--- src/fwsr_pkg.sv ---
package fwsr_pkg;
  // ---------------------------------------------------------------
  // register map (byte addresses)
  // ---------------------------------------------------------------
  localparam logic [7:0] REG_CTRL    = 8'h00;
  localparam logic [7:0] REG_ADDR    = 8'h04;
  localparam logic [7:0] REG_WDATA   = 8'h08;
  localparam logic [7:0] REG_STATUS  = 8'h0C;
  localparam logic [7:0] REG_RDATA   = 8'h10;

  // ctrl register command codes (written to bits 2:0)
  localparam logic [2:0] CMD_NONE    = 3'h0;
  localparam logic [2:0] CMD_READ    = 3'h1;
  localparam logic [2:0] CMD_WRITE   = 3'h2;
  localparam logic [2:0] CMD_POLL    = 3'h3;
  localparam logic [2:0] CMD_WINDOW  = 3'h4;

  // status register bit positions
  localparam int ST_BUSY      = 0;
  localparam int ST_DONE      = 1;
  localparam int ST_FAIL      = 2;
  localparam int ST_WIN_OPEN  = 3;
  localparam int ST_MAYBE_REJ = 4;
  localparam int ST_RB_IN     = 5;

  // status bit positions on the flash data bus
  localparam int DQ_POLL   = 7;
  localparam int DQ_TOG1   = 6;
  localparam int DQ_FAIL   = 5;
  localparam int DQ_WIN    = 3;
  localparam int DQ_TOG2   = 2;

  // flash bus timing
  localparam int CLK_NS     = 100;
  localparam int T_RC_NS    = 150;
  localparam int T_WP_NS    = 150;
  localparam int T_OEH_NS   = 10;
  localparam int RD_CYC     = (T_RC_NS + CLK_NS - 1) / CLK_NS;
  localparam int WR_CYC     = (T_WP_NS + CLK_NS - 1) / CLK_NS;
  localparam int GAP_CYC    = ((T_OEH_NS + CLK_NS - 1) / CLK_NS) < 1 ? 1 : ((T_OEH_NS + CLK_NS - 1) / CLK_NS);
  localparam int ADD_GAP_US = 50;
  localparam int ADD_GAP_CYC = (ADD_GAP_US * 1000) / CLK_NS;

  typedef enum logic [5:0] {
    FW_IDLE  = 6'h01,
    FW_RD    = 6'h02,
    FW_WR    = 6'h04,
    FW_GAP   = 6'h08,
    FW_EVAL  = 6'h10,
    FW_DONE  = 6'h20
  } fwsr_state_t;
endpackage : fwsr_pkg

--- src/fwsr_ctrl.sv ---
// Our own choices: the APB interface to the registers and the register addresses.
`timescale 1ns/1ps
// Notes on behaviour
// - skip window check only under 50us spacing; ADD_GAP_CYC is unused, spacing is never timed
// - confirm acceptance by poll before window read
// - read window before and after each add
// - window high after add: maybe rejected
// - status reads use an in-sector address
// - two reads, equal toggle means done
// - fail seen while toggling: recheck toggle
// - after failure, issue reset command
module fwsr_ctrl #(
  parameter int AW = 22
) (
  input  wire logic          pclk,        // 10 MHz clock
  input  wire logic          presetn,     // async reset, low
  input  wire logic          psel,        // apb select
  input  wire logic          penable,     // apb enable
  input  wire logic          pwrite,      // apb direction
  input  wire logic [7:0]    paddr,       // apb address
  input  wire logic [31:0]   pwdata,      // apb write data
  output logic      [31:0]   prdata,      // apb read data
  output logic               pready,      // apb ready
  output logic               pslverr,     // apb error
  output logic [AW-1:0]      flash_addr,  // flash address
  input  wire logic [7:0]    flash_dq_i,  // flash data in
  output logic      [7:0]    flash_dq_o,  // flash data out
  output logic               flash_dq_oe, // high while driving dq
  output logic               flash_ce_n,  // chip enable, low
  output logic               flash_oe_n,  // output enable, low
  output logic               flash_we_n,  // write enable, low
  output logic               flash_rst_n, // hardware reset, low
  input  wire logic          ready_busy_out // flash ready pin
);
  initial begin
    if (AW < 1 || AW > 32) $error("fwsr_ctrl: AW out of range");
  end

  // ---------------------------------------------------------------
  // apb slave
  // ---------------------------------------------------------------
  fwsr_pkg::fwsr_state_t st_q, st_d;
  logic [AW-1:0] addr_q;
  logic [7:0]    wdata_q, rdata_q, prev_q;
  logic [2:0]    cmd_q;
  logic [3:0]    cnt_q;
  logic [1:0]    rd_num_q;
  logic          busy_q, done_q, fail_q, win_q, rej_q, win_before_q, recheck_q;

  wire acc       = psel & penable & pready;
  wire wr_acc    = acc & pwrite;
  wire hit_ctrl  = paddr == fwsr_pkg::REG_CTRL;
  wire hit_addr  = paddr == fwsr_pkg::REG_ADDR;
  wire hit_wdata = paddr == fwsr_pkg::REG_WDATA;
  wire hit_stat  = paddr == fwsr_pkg::REG_STATUS;
  wire hit_rdata = paddr == fwsr_pkg::REG_RDATA;
  wire mapped    = hit_ctrl | hit_addr | hit_wdata | hit_stat | hit_rdata;
  wire start     = wr_acc & hit_ctrl & ~busy_q & (pwdata[2:0] != fwsr_pkg::CMD_NONE);
  wire [31:0] status_w = {26'h0, ready_busy_out, rej_q, win_q, fail_q, done_q, busy_q};
  wire [31:0] rd_mux = hit_ctrl  ? {29'h0, cmd_q} :
                       hit_addr  ? 32'(addr_q) :
                       hit_wdata ? {24'h0, wdata_q} :
                       hit_stat  ? status_w :
                       hit_rdata ? {24'h0, rdata_q} : 32'h0;

  always_ff @(posedge pclk or negedge presetn) begin
    if (!presetn) begin
      prdata  <= 32'h0;
      pready  <= 1'b0;
      pslverr <= 1'b0;
    end else begin
      pready  <= psel & ~penable;
      pslverr <= psel & ~penable & ~mapped;
      prdata  <= (psel & ~penable & ~pwrite) ? rd_mux : 32'h0;
    end
  end

  always_ff @(posedge pclk or negedge presetn) begin
    if (!presetn) begin
      addr_q  <= '0;
      wdata_q <= 8'h0;
    end else begin
      if (wr_acc & hit_addr & ~busy_q) addr_q <= pwdata[AW-1:0];
      if (wr_acc & hit_wdata & ~busy_q) wdata_q <= pwdata[7:0];
    end
  end

  // ---------------------------------------------------------------
  // flash cycle engine
  // ---------------------------------------------------------------
  wire rd_cmd    = (cmd_q != fwsr_pkg::CMD_WRITE);
  wire cyc_end   = cnt_q == 4'(rd_cmd ? fwsr_pkg::RD_CYC : fwsr_pkg::WR_CYC);
  wire gap_end   = cnt_q == 4'(fwsr_pkg::GAP_CYC);
  // compare the two latest captured reads; the bus is released outside a read
  wire have_two  = rd_num_q == 2'h2;
  wire tog_same  = prev_q[fwsr_pkg::DQ_TOG1] == rdata_q[fwsr_pkg::DQ_TOG1];
  wire fail_now  = rdata_q[fwsr_pkg::DQ_FAIL];
  wire poll_more = (cmd_q == fwsr_pkg::CMD_POLL) & (~have_two | (~tog_same & ~fail_now) |
                   (~tog_same & fail_now & ~recheck_q));
  wire win_more  = (cmd_q == fwsr_pkg::CMD_WINDOW) & ~have_two;

  always_comb begin
    st_d = st_q;
    case (st_q)
      fwsr_pkg::FW_IDLE: if (start) st_d = (pwdata[2:0] == fwsr_pkg::CMD_WRITE) ? fwsr_pkg::FW_WR : fwsr_pkg::FW_RD;
      fwsr_pkg::FW_RD:   if (cyc_end) st_d = fwsr_pkg::FW_GAP;
      fwsr_pkg::FW_WR:   if (cyc_end) st_d = fwsr_pkg::FW_GAP;
      fwsr_pkg::FW_GAP:  if (gap_end) st_d = fwsr_pkg::FW_EVAL;
      fwsr_pkg::FW_EVAL: st_d = (poll_more | win_more) ? fwsr_pkg::FW_RD : fwsr_pkg::FW_DONE;
      fwsr_pkg::FW_DONE: st_d = fwsr_pkg::FW_IDLE;
      default:           st_d = fwsr_pkg::FW_IDLE;
    endcase
  end

  wire in_rd = st_q == fwsr_pkg::FW_RD;
  wire in_wr = st_q == fwsr_pkg::FW_WR;

  always_ff @(posedge pclk or negedge presetn) begin
    if (!presetn) begin
      st_q <= fwsr_pkg::FW_IDLE;
      cnt_q <= 4'h0;
    end else begin
      st_q  <= st_d;
      cnt_q <= (st_q != st_d) ? 4'h0 : cnt_q + 4'h1;
    end
  end

  // pins: address held through the whole command so status reads stay in-sector
  always_ff @(posedge pclk or negedge presetn) begin
    if (!presetn) begin
      flash_addr  <= '0;
      flash_dq_o  <= 8'h0;
      flash_dq_oe <= 1'b0;
      flash_ce_n  <= 1'b1;
      flash_oe_n  <= 1'b1;
      flash_we_n  <= 1'b1;
      flash_rst_n <= 1'b0;
    end else begin
      flash_rst_n <= 1'b1;
      flash_addr  <= addr_q;
      flash_dq_o  <= wdata_q;
      flash_dq_oe <= (st_d == fwsr_pkg::FW_WR);
      flash_ce_n  <= ~((st_d == fwsr_pkg::FW_RD) | (st_d == fwsr_pkg::FW_WR));
      flash_oe_n  <= ~(st_d == fwsr_pkg::FW_RD);
      flash_we_n  <= ~(st_d == fwsr_pkg::FW_WR);
    end
  end

  // ---------------------------------------------------------------
  // result tracking
  // ---------------------------------------------------------------
  wire sample = in_rd & cyc_end;

  always_ff @(posedge pclk or negedge presetn) begin
    if (!presetn) begin
      cmd_q <= fwsr_pkg::CMD_NONE;
      busy_q <= 1'b0;
      done_q <= 1'b0;
      fail_q <= 1'b0;
      win_q <= 1'b0;
      rej_q <= 1'b0;
      win_before_q <= 1'b0;
      rd_num_q <= 2'h0;
      recheck_q <= 1'b0;
      prev_q <= 8'h0;
      rdata_q <= 8'h0;
    end else begin
      if (start) begin
        cmd_q     <= pwdata[2:0];
        busy_q    <= 1'b1;
        done_q    <= 1'b0;
        rd_num_q  <= 2'h0;
        recheck_q <= 1'b0;
        if (pwdata[2:0] == fwsr_pkg::CMD_WRITE) win_before_q <= win_q;
      end
      if (sample) begin
        prev_q  <= rdata_q;
        rdata_q <= flash_dq_i;
        if (!have_two) rd_num_q <= rd_num_q + 2'h1;
      end
      if (st_q == fwsr_pkg::FW_EVAL) begin
        if ((cmd_q == fwsr_pkg::CMD_POLL) & have_two & fail_now & ~tog_same) recheck_q <= 1'b1;
        if (cmd_q == fwsr_pkg::CMD_POLL & ~poll_more) fail_q <= ~tog_same;
        if (cmd_q == fwsr_pkg::CMD_WINDOW & have_two) begin
          win_q <= rdata_q[fwsr_pkg::DQ_WIN];
          rej_q <= rdata_q[fwsr_pkg::DQ_WIN] & ~win_before_q;
        end
      end
      if (st_q == fwsr_pkg::FW_DONE) begin
        busy_q <= 1'b0;
        done_q <= 1'b1;
      end
    end
  end
endmodule : fwsr_ctrl

--- config.mk ---
export PLATFORM = sky130hd
export DESIGN_NAME = fwsr_ctrl
export DESIGN_NICKNAME = d
export VERILOG_FILES = /design/src/fwsr_pkg.sv /design/src/fwsr_ctrl.sv
export SDC_FILE = /design/constraint.sdc
export NUM_CORES = 1
export LEC_CHECK = 0
export ABC_CLOCK_PERIOD_IN_PS = 4200
export BUFFER_PORTS_ARGS = -buffer_cell sky130_fd_sc_hd__buf_2
export CAP_MARGIN = 5
export CELL_PAD_IN_SITES_DETAIL_PLACEMENT = 2
export CELL_PAD_IN_SITES_GLOBAL_PLACEMENT = 2
export CORE_ASPECT_RATIO = 0.6
export CORE_UTILIZATION = 37
export CTS_CLUSTER_DIAMETER = 150
export DETAILED_ROUTE_END_ITERATION = 10
export MAX_ROUTING_LAYER = met4
export PLACE_DENSITY = 0.8
export SYNTH_ARGS = -nofsm -noshare
export SYNTH_HDL_FRONTEND = slang
export SYNTH_SLANG_ARGS = --single-unit
--- constraint.sdc ---
create_clock -name pclk -period 4.2 [get_ports pclk]
set_clock_uncertainty 0.2 [all_clocks]
set_input_delay 0.21 -clock pclk [delete_from_list [all_inputs] [get_ports pclk]]
set_output_delay 0.21 -clock pclk [all_outputs]
set_load 0.01 [all_outputs]
Word-level counts from Yosys, hierarchy flattened
Cells that the tools add are included.
Widths: inputs -> output; s select.
{ "word_totals": {"ff_bits": 126, "input_bits": 54, "output_inout_bits": 69, "wordCells": 123} }
{ "op_classes": {"addsub": 2, "n_eq_ne": 20, "mux": 23, "bitwise_logic": 46, "n_reduce_logical": 7} }
{ "ops": {"columns": ["operator", "n"], "rows": [
  ["$mux 22", 3],
  ["$and 1x1->1", 25],
  ["$mux 6", 4],
  ["$mux 8", 3],
  ["$pmux 6 s4", 1],
  ["$eq 8x4->1 const B", 2],
  ["$not 1->1", 13],
  ["$eq 6x2->1 const B", 2],
  ["$eq 6x3->1 const B", 2],
  ["$eq 8x3->1 const B", 1],
  ["$eq 8x5->1 const B", 1],
  ["$logic_not 8->1", 1],
  ["$or 1x1->1", 8],
  ["$mux 1", 7],
  ["$eq 3x2->1 const B", 2],
  ["$eq 6x1->1 const B", 1],
  ["$eq 6x4->1 const B", 1],
  ["$eq 6x5->1 const B", 1],
  ["$eq 6x6->1 const B", 1],
  ["$mux 2", 3],
  ["$ne 6x6->1", 1],
  ["$reduce_and 2->1", 3],
  ["$add 4x1->4 const B", 1],
  ["$eq 4x1->1 const B", 1],
  ["other kinds (10)", 10]
]} }

Longest topological paths before layout
Gate-level depths: netlist (run 1).
{ "logic_depth": {"depth_word": 12, "depth_mapped": 7, "depth_no_buf": 7} }

Least setup slack after synthesis (run 1)
OpenSTA, ideal clock, no wires.
{ "synth_timing": {"path_type": "in2reg", "start": "in paddr[4]", "end": "reg addr_q[10]", "setup_ns": 0.125, "arrival_ns": 1.811, "required_time_ns": 3.875, "setup_slack_ns": 2.064, "cell_stages": 7, "path_buffers": 2, "path_cell_list": "or4_4 nor2_4 nand2_1 or3_1 buf_6 buf_12 mux2_4"} }
{ "synth_via": {"elab_chain_cells": 3} }
{ "synth_lines": {"columns": ["element", "line", "rtl"], "rows": [
  ["start: declaration", "fwsr_ctrl.sv:20", "input wire logic [7:0] paddr,"],
  ["$eq 8x3->1", "fwsr_ctrl.sv:53", "wire hit_addr = paddr == fwsr_pkg::REG_ADDR;"],
  ["$and 1x1->1 (2 in a row)", "fwsr_ctrl.sv:83", "if (wr_acc & hit_addr & ~busy_q) addr_q <= pwdata[AW-1:0];"],
  ["end signal: assignment", "fwsr_ctrl.sv:83", null],
  ["end: declaration", "fwsr_ctrl.sv:43", "logic [AW-1:0] addr_q;"]
]} }
No other way between the ends.
A chain may end at the register's enable or synchronous reset.

Worst setup path after layout (run 1)
{ "layout_timing": {"start": "reg st_q[5]", "end": "reg rd_num_q[1]"} }
{ "layout_via": {"elab_chain_cells": 3} }
{ "layout_lines": {"columns": ["element", "line", "rtl"], "rows": [
  ["start: declaration", "fwsr_ctrl.sv:42", "fwsr_pkg::fwsr_state_t st_q, st_d;"],
  ["start signal: assignment", "fwsr_ctrl.sv:120", "st_q <= fwsr_pkg::FW_IDLE;"],
  ["start signal: assignment", "fwsr_ctrl.sv:123", "st_q <= st_d;"],
  ["$eq 6x2->1", "fwsr_ctrl.sv:115", "wire in_rd = st_q == fwsr_pkg::FW_RD;"],
  ["$and 1x1->1", "fwsr_ctrl.sv:152", "wire sample = in_rd & cyc_end;"],
  ["$mux 2", "fwsr_ctrl.sv:176", "if (sample) begin"],
  ["end signal: assignment", "fwsr_ctrl.sv:179", "if (!have_two) rd_num_q <= rd_num_q + 2'h1;"],
  ["end: declaration", "fwsr_ctrl.sv:47", "logic [1:0] rd_num_q;"]
]} }
No other way between the ends.

==> results.md, run 1 <==
* Area Overhead vs Synth at 32.7%
* Status: finished clean
* Commonest non-fill, non-tap cell in the layout: dfrtp_1
* Post-synthesis mux area share at 10.4%
* Xor/xnor share of the synthesized area at 0.735%
* FF+latch count, synth at 120
* Seq/Total Area, Yosys at 63.1%
* Worst Setup Start Kind: flop
* Max Slew Vio Count at 0
* PwrDens at 468 nW/um^2
* RSZ-0062 raised after global routing: false
* Initial antenna violation count at 1
* Clock tree buffer depth at 2
* Total wire length at 17300 um
* Hold Vio Cnt, Final at 0
* Syn. warnings at 0
* Most frequent cells in the layout: dfrtp_1, buf_2, nand2_1
* Setup CP Type: flop to flop
* Die Wd at 149 um
* Vias in the first global route at 4275
* Core Area at 12300 um^2
* Number of synthesized flops with an enable pin at 0
* Worst Min Path Start: pwrite
* Fmax at 360 MHz
* Register area at 3010 um^2
* Die height at 89.9 um
* Later-pin clock latency in the skew report at 0.43 ns
* Post-Syn Area at 4770 um^2
* Fin util at 51.5%
* Final #Nets at 578
* Crit path capture type: flop
* Dpl hpwl at 9940 um
* Final min period at 2.78 ns
* Post-CTS sizing at 0
* CTS sink cnt at 120
* GR Util All Layers at 28.9%
* Row count at 31
* WP data required at 4.30 ns
* R2R depth at 5
* Antenna Nets Post-Route at 0
* MaxCap Viol Count at 0
* Synth Flop Type: dfrtp_1
* RePlAce Congestion at 0.839
* Layout cell share with drive strength beyond 1 at 34.1%
* Worst Hold Depth at 3
* H-tree Lvls at 4
* Vias per inst at 5.21
* Post-synthesis simple-gate area fraction at 14.2%
* FFs w/ async S/R, synth at 100%
* Multi-input gate area at 1590 um^2
* Post-route clock period utilization at 66.1%
* Clock root buffer: clkbuf_16
* Wire length per cell at 24.7 um
* Static Leakage at 3.28 nW
* Number of buffers created by CTS at 17
* Setup tns final at 0 ns
* Hold EP: prdata[6]
* Largest net degree at the start of global routing at 65
* FF-to-FF End: rd_num_q[1]
* Adder-cell share of the synthesized area at 0.787%
* Placed insts at 633
* Buffer count from post-CTS setup fixing at 0
* TritonCTS clock tree: done
* # fillers at 1195
* Crit path max fanout at 12
* Clk slew on worst S/H paths at 0.07 ns
* Synth unique cells at 52
* Post-synthesis compound-gate area fraction at 6.25%
* Largest family of logic cells by synthesized area: simple AND/OR/NAND/NOR gates
* Initial Util at 38.8%
* Drt pass-1 iters at 4
* Worst VDD drop at 0.246 mV
* Worst path arrival time at 2.88 ns
* DRC Markers at 0
* Avg Cell Area, Syn at 12.7 um^2
* # IOs at 123
* Slew HR at 42.5%
* Port Buffer Count at 102
* First-pass GRT wire length at 26500 um
* # setup viols final at 0
* 1st-iter DRT viols at 161
* Full die area at 13400 um^2
* Post-Syn Instances at 376
* Min-delay worst type: primary input to flop
* Worst reg-to-reg setup slack at 1.42 ns
* Worst-margin pin slew at 0.863 ns
* GR Overflow Total at 0
* Final Non-Filler Cells at 700
* Reg2Reg Launch Point: st_q[5]
* Total vias in the final route at 3646
## through the flow
step                power [W]  hold WS (ns)  cell area (um^2)  setup WS (ns)
global placement      0.00140         0.153              5390           1.59
floorplan             0.00133        -0.286              4800           2.06
global route          0.00305        0.0512              6330           1.34
finish                0.00296        0.0325              6330           1.42
detailed placement    0.00142         0.180              5390           1.48
CTS                   0.00297        0.0106              6330           1.48
## logic make-up after synthesis
family / after synthesis
and+or+nand+nor: 132
AOI/OAI and AO/OA: 43
muxes: 38
other: 2
DFF: 120
adders and majority gates: 3
buffers and inverters: 34
xor gates and xnor gates: 4
## worst max-delay path: stages (launching register included)
cell and delay, ns:
dfrtp_1 0.44, nor4_1 0.67, nand4b_1 0.69, clkinv_1 0.41, nand2_1 0.11, mux2i_1 0.12
## final cells by class
| type | count | share of cell area [%] |
|---|---|---|
| Sequential cell | 120 | 47.5 |
| Multi-Input combinational cell | 231 | 25.1 |
| Timing Repair Buffer | 140 | 14.0 |
| Clock buffer | 18 | 6.94 |
| Tap cell | 165 | 3.26 |
| Clock inverter | 14 | 2.53 |
| Inverter | 11 | 0.652 |
| Antenna cell | 1 | 0.0395 |
## cell usage after synthesis, types with 2 or more instances
cell type  count  area (um^2)
dfrtp_1      116         2900
nand2_1       45          169
nor2_1        21         78.8
mux2_4        20          300
and2_1        16          100
mux2_2        13          146
buf_4         10         75.1
inv_1         10         37.5
nor2b_1       10         62.6
clkbuf_1       9         33.8
a21oi_1        8         40.0
nor3_1         7         35.0
a22oi_1        6         45.0
o21ai_0        6         30.0
nand3_1        5         25.0
o22a_1         5         43.8
a31oi_1        4         25.0
dfstp_2        4          105
mux2i_1        4         40.0
o221ai_1       4         35.0
o22ai_1        4         25.0
ha_1           3         37.5
nand2b_1       3         18.8
nand4_1        3         18.8
nor4_1         3         18.8
or2_2          3         18.8
or3_1          3         18.8
buf_12         2         40.0
conb_1         2         7.51
nand4b_1       2         17.5
nor3b_1        2         15.0
xnor2_1        2         17.5
xor2_1         2         17.5
## layer usage
| metal | up-vias | wire length, um | part of all wire, % | global-route usage, % |
|---|---|---|---|---|
| met3 | 40 | 952 | 5.5 | 6.24 |
| met1 | 1893 | 7150 | 41 | 34.2 |
| met2 | 150 | 8590 | 50 | 45.9 |
| met4 | 0 | 634 | 3.7 | 16.0 |
| li1 | 1563 | - | - | - |
| met5 | - | 0 | 0 | - |
## flip-flops by register name, summed over array words and instances, names as in the netlist, 2 cells and up
| register | count |
|---|---|
| wdata_q | 8 |
| cmd_q | 3 |
| cnt_q | 4 |
| flash_dq_o | 8 |
| st_q | 6 |
| flash_addr | 22 |
| prdata | 22 |
| rdata_q | 8 |
| rd_num_q | 2 |
| addr_q | 22 |
## power by group
group	internal (W)	switching, W	total (W)
Clock	0.000904	0.000615	0.00152
Combinational	0.0000911	0.000129	0.000220
Sequential	0.00118	0.0000346	0.00122
Total	0.00218	0.000779	0.00296
## worst max-delay path by stage
stage | from | to | cells past startpoint
after global routing | st_q[5] | rd_num_q[1] | 5
after CTS | st_q[5] | rd_num_q[1] | 5
after floorplan | paddr[4] | addr_q[10] | 7
after detailed placement | paddr[4] | wdata_q[0] | 6
after global placement | paddr[4] | wdata_q[0] | 6
final | st_q[5] | rd_num_q[1] | 5
## repair_timing
item                       in CTS  in global routing
setup endpoints to repair       0                  0
hold endpoints to repair      105                  0
hold buffers                   34                  0
Note: power is estimated with default switching activity, not from simulation.
==> run 2: changes to the inputs <==
ABC_AREA = 1   (was not set)
ABC_CLOCK_PERIOD_IN_PS = 2700   (was 4200)
CORE_UTILIZATION = 32   (was 37)
PLACE_DENSITY = 0.76   (was 0.8)
clock period = 2.7 ns   (was 4.2 ns; I/O delays follow)
==> run 2 against run 1 <==
Sequential cell count did not move. Area after synthesis rose by 1.2%. Setup slack got worse by 0.75 ns. Routed wire length fell by 9.1%. Register-to-register slack got worse by 0.75 ns. Global-route usage fell by 6.4 points. Cell count rose by 24%. Sequential share of layout area fell by 1.1 points. Critical endpoint is now cnt_q[3].
==> results.md, run 2 <==
* CTS sink cnt at 120 (unchanged)
* Clock root buffer: clkbuf_16 (unchanged)
* Drt pass-1 iters at 4 (unchanged)
* Final #Nets at 712 (was 578)
* Post-synthesis compound-gate area fraction at 6.14% (was 6.25%)
* Total wire length at 15700 um (was 17300 um)
* # diodes at 0 (was 1)
* Cell breakdown of the critical path: inv_1 -> nand2_2 -> nor2_4 -> nand2_4 -> nor2_8 -> inv_4 -> nand2_2 -> a21oi_1 (was nor4_1 -> nand4b_1 -> clkinv_1 -> nand2_1 -> mux2i_1)
* Post-route clock period utilization at 75.1% (was 66.1%)
* Clock tree buffer depth at 2 (unchanged)
* Post-synth top area share at 60.2% (was 60.9%)
* Commonest non-fill, non-tap cell in the layout: nand2_1 (was dfrtp_1)
* Avg Cell Area, Syn at 9.56 um^2 (was 12.7 um^2)
* Initial antenna violation count at 0 (was 1)
* Crit path capture type: flop (unchanged)
* MaxCap Viol Count at 0 (unchanged)
* TritonCTS clock tree: done (unchanged)
* Hold Slack at 0.0725 ns (was 0.0325 ns)
* Worst VDD drop at 0.385 mV (was 0.246 mV)
* Later-pin clock latency in the skew report at 0.42 ns (was 0.43 ns)
* RePlAce Congestion at 0.801 (was 0.839)
* WP data required at 2.78 ns (was 4.30 ns)
* FFs w/ async S/R, synth at 100% (unchanged)
* Synth top area cells: dfrtp_1, nand2_1, nand3_1, nor2_1, inv_1 (was dfrtp_1, mux2_4, nand2_1, mux2_2, dfstp_2)
* CP dominant cell by count: nand2_2
* Largest regs: addr_q (22), flash_addr (22), prdata (22) (unchanged)
* Slew HR at 57.2% (was 42.5%)
* Xor/xnor share of the synthesized area at 0.363% (was 0.735%)
* Antenna Nets Post-Route at 0 (unchanged)
* Hold Vio Cnt, Final at 0 (unchanged)
* Post-synthesis simple-gate area fraction at 22.8% (was 14.2%)
* WP buf/inv at 2 (was 1)
* Die height at 97.1 um (was 89.9 um)
* Syn. warnings at 0 (unchanged)
* Worst path arrival time at 2.10 ns (was 2.88 ns)
* Synth cell count leaders: nand2_1, dfrtp_1, nor2_1 (was dfrtp_1, nand2_1, nor2_1)
* Worst-margin pin slew at 0.642 ns (was 0.863 ns)
* Post-synthesis mux area share at 0% (was 10.4%)
* Post-synth top area cell: dfrtp_1 (unchanged)
* Min-delay worst type: primary input to asynchronous set/reset pin (was primary input to flop)
* Synth Flop Type: dfrtp_1 (unchanged)
* 1st-iter DRT viols at 141 (was 161)
* GR Util All Layers at 22.5% (was 28.9%)
* Worst Setup Start Kind: flop (unchanged)
* Dpl hpwl at 10600 um (was 9940 um)
* CP max stage cell: nor2_4 (was nand4b_1)
* Top-count cell post-synth: nand2_1 (was dfrtp_1)
* Largest net degree at the start of global routing at 46 (was 65)
* Post-Syn Instances at 505 (was 376)
* Fmax at 493 MHz (was 360 MHz)
* Vias in the first global route at 4624 (was 4275)
* First-pass GRT wire length at 25700 um (was 26500 um)
* Setup tns final at 0 ns (unchanged)
* # IOs at 123 (unchanged)
* Adder-cell share of the synthesized area at 0.778% (was 0.787%)
* Status: finished clean (unchanged)
* Core Area at 14600 um^2 (was 12300 um^2)
* Area Overhead vs Synth at 34.1% (was 32.7%)
* GR Overflow Total at 0 (unchanged)
* Clk slew on worst S/H paths at 0.06 ns (was 0.07 ns)
* DRC Markers at 0 (unchanged)
* Full die area at 15600 um^2 (was 13400 um^2)
* H-tree Lvls at 4 (unchanged)
* Final min period at 2.03 ns (was 2.78 ns)
* # fillers at 1578 (was 1195)
* Largest family of logic cells by synthesized area: simple AND/OR/NAND/NOR gates (unchanged)
* Cell family with most CP delay: simple AND/OR/NAND/NOR gates (unchanged)
* Buffer count from post-CTS setup fixing at 0 (unchanged)
* Vias per inst at 4.67 (was 5.21)
* Synth unique cells at 33 (was 52)
* Number of buffers created by CTS at 17 (unchanged)
* Crit-path max cell delay at 0.50 ns (was 0.69 ns)
* Max Slew Vio Count at 0 (unchanged)
* Initial Util at 33.1% (was 38.8%)
* Number of synthesized flops with an enable pin at 0 (unchanged)
* RSZ-0062 raised after global routing: false (unchanged)
* Setup CP Type: flop to flop (unchanged)
* Wire length per cell at 18.2 um (was 24.7 um)
* Die Wd at 161 um (was 149 um)
* Seq/Total Area, Yosys at 62.3% (was 63.1%)
* # setup viols final at 0 (unchanged)
* Layout cell share with drive strength beyond 1 at 26.8% (was 34.1%)
* Crit path max fanout at 17 (was 12)
* FF+latch count, synth at 120 (unchanged)
* PwrDens at 665 nW/um^2 (was 468 nW/um^2)
* Most frequent cells in the layout: nand2_1, dfrtp_1, buf_2 (was dfrtp_1, buf_2, nand2_1)
* Port Buffer Count at 102 (unchanged)
* Post-Syn Area at 4830 um^2 (was 4770 um^2)
* Row count at 34 (was 31)
* Total vias in the final route at 4039 (was 3646)
* Static Leakage at 3.47 nW (was 3.28 nW)
[run 2: cell count changes in the layout (fill, tap and decap cells not counted), sizes merged, moves of 26 or more]
cell / change
inv: +36
o21ai: +26
nor2: +30
nand3: +38
mux2: -34
nand2: +104
[run 2: cell families (layout without fill, tap and decap cells)]
kind of cell    count (synthesis)  count (layout)
compound gates                 52              52
xor+xnor                        2               2
fa+ha+maj                       3               3
buf+inv                        73             226
flops                         120             120
other cells                     2              11
simple gates                  253             253
[run 2: final timing paths]
kind                            startpoint  depth (start not counted)       endpoint  slack (ns)
worst max-delay path                busy_q                          8       cnt_q[3]        0.67
max in group asynchronous          presetn                          3        st_q[0]        1.44
worst min-delay path               presetn                          2     rdata_q[0]        0.07
worst min register to register  wdata_q[4]                          0  flash_dq_o[4]        0.20
worst max register to register      busy_q                          8       cnt_q[3]        0.67
min in group pclk                 paddr[4]                          5      prdata[0]        0.10
[run 2: report_power, final]
part,internal [W],switching (W)
clock,0.00145,0.000881
combinational,0.0000707,0.000100
sequential,0.00180,0.000000845
[run 2: timing repair]
item,4_1_cts,5_1_grt
resized for setup,0,0
hold endpoints to repair,96,0
hold buffers,35,0
[run 2: metrics by stage]
step                util (%)  instance area (um^2)  worst slack (ns)  total power [W]  instances
floorplan                  -                  4860              1.18          0.00188        514
global placement        37.8                  5520             0.732          0.00196        799
detailed placement      37.8                  5520             0.694          0.00197        799
CTS                     44.4                  6470             0.688          0.00434        865
global route            44.4                  6470             0.535          0.00444        865
finish                  44.4                  6470             0.672          0.00431        865
[run 2: area by class of cell]
cell class              instances  area [um^2]  share of cell area, %
clock buffers                  17          425                   6.57
clock inverters                14          178                   2.74
inverters                      52          200                   3.09
multi-input cells             321         1490                   23.1
flip-flops and latches        120         3010                   46.5
well taps                     198          248                   3.83
repair buffers                143          921                   14.2
[run 2: worst reg2reg max path, cell delays in order (launching register included)]
cell,delay (ns)
dfrtp_1,0.38
inv_1,0.09
nand2_2,0.08
nor2_4,0.50
nand2_4,0.13
nor2_8,0.21
inv_4,0.09
nand2_2,0.13
a21oi_1,0.09
[run 2: routing by layer]
layer	routed length (um)	GRT usage, %	vias up	part of all wire (%)
met5	0	-	-	0
met2	7610	36.1	90	48
met4	261	7.33	0	1.7
li1	-	-	1871	-
met3	513	4.69	23	3.3
met1	7360	28.5	2055	47
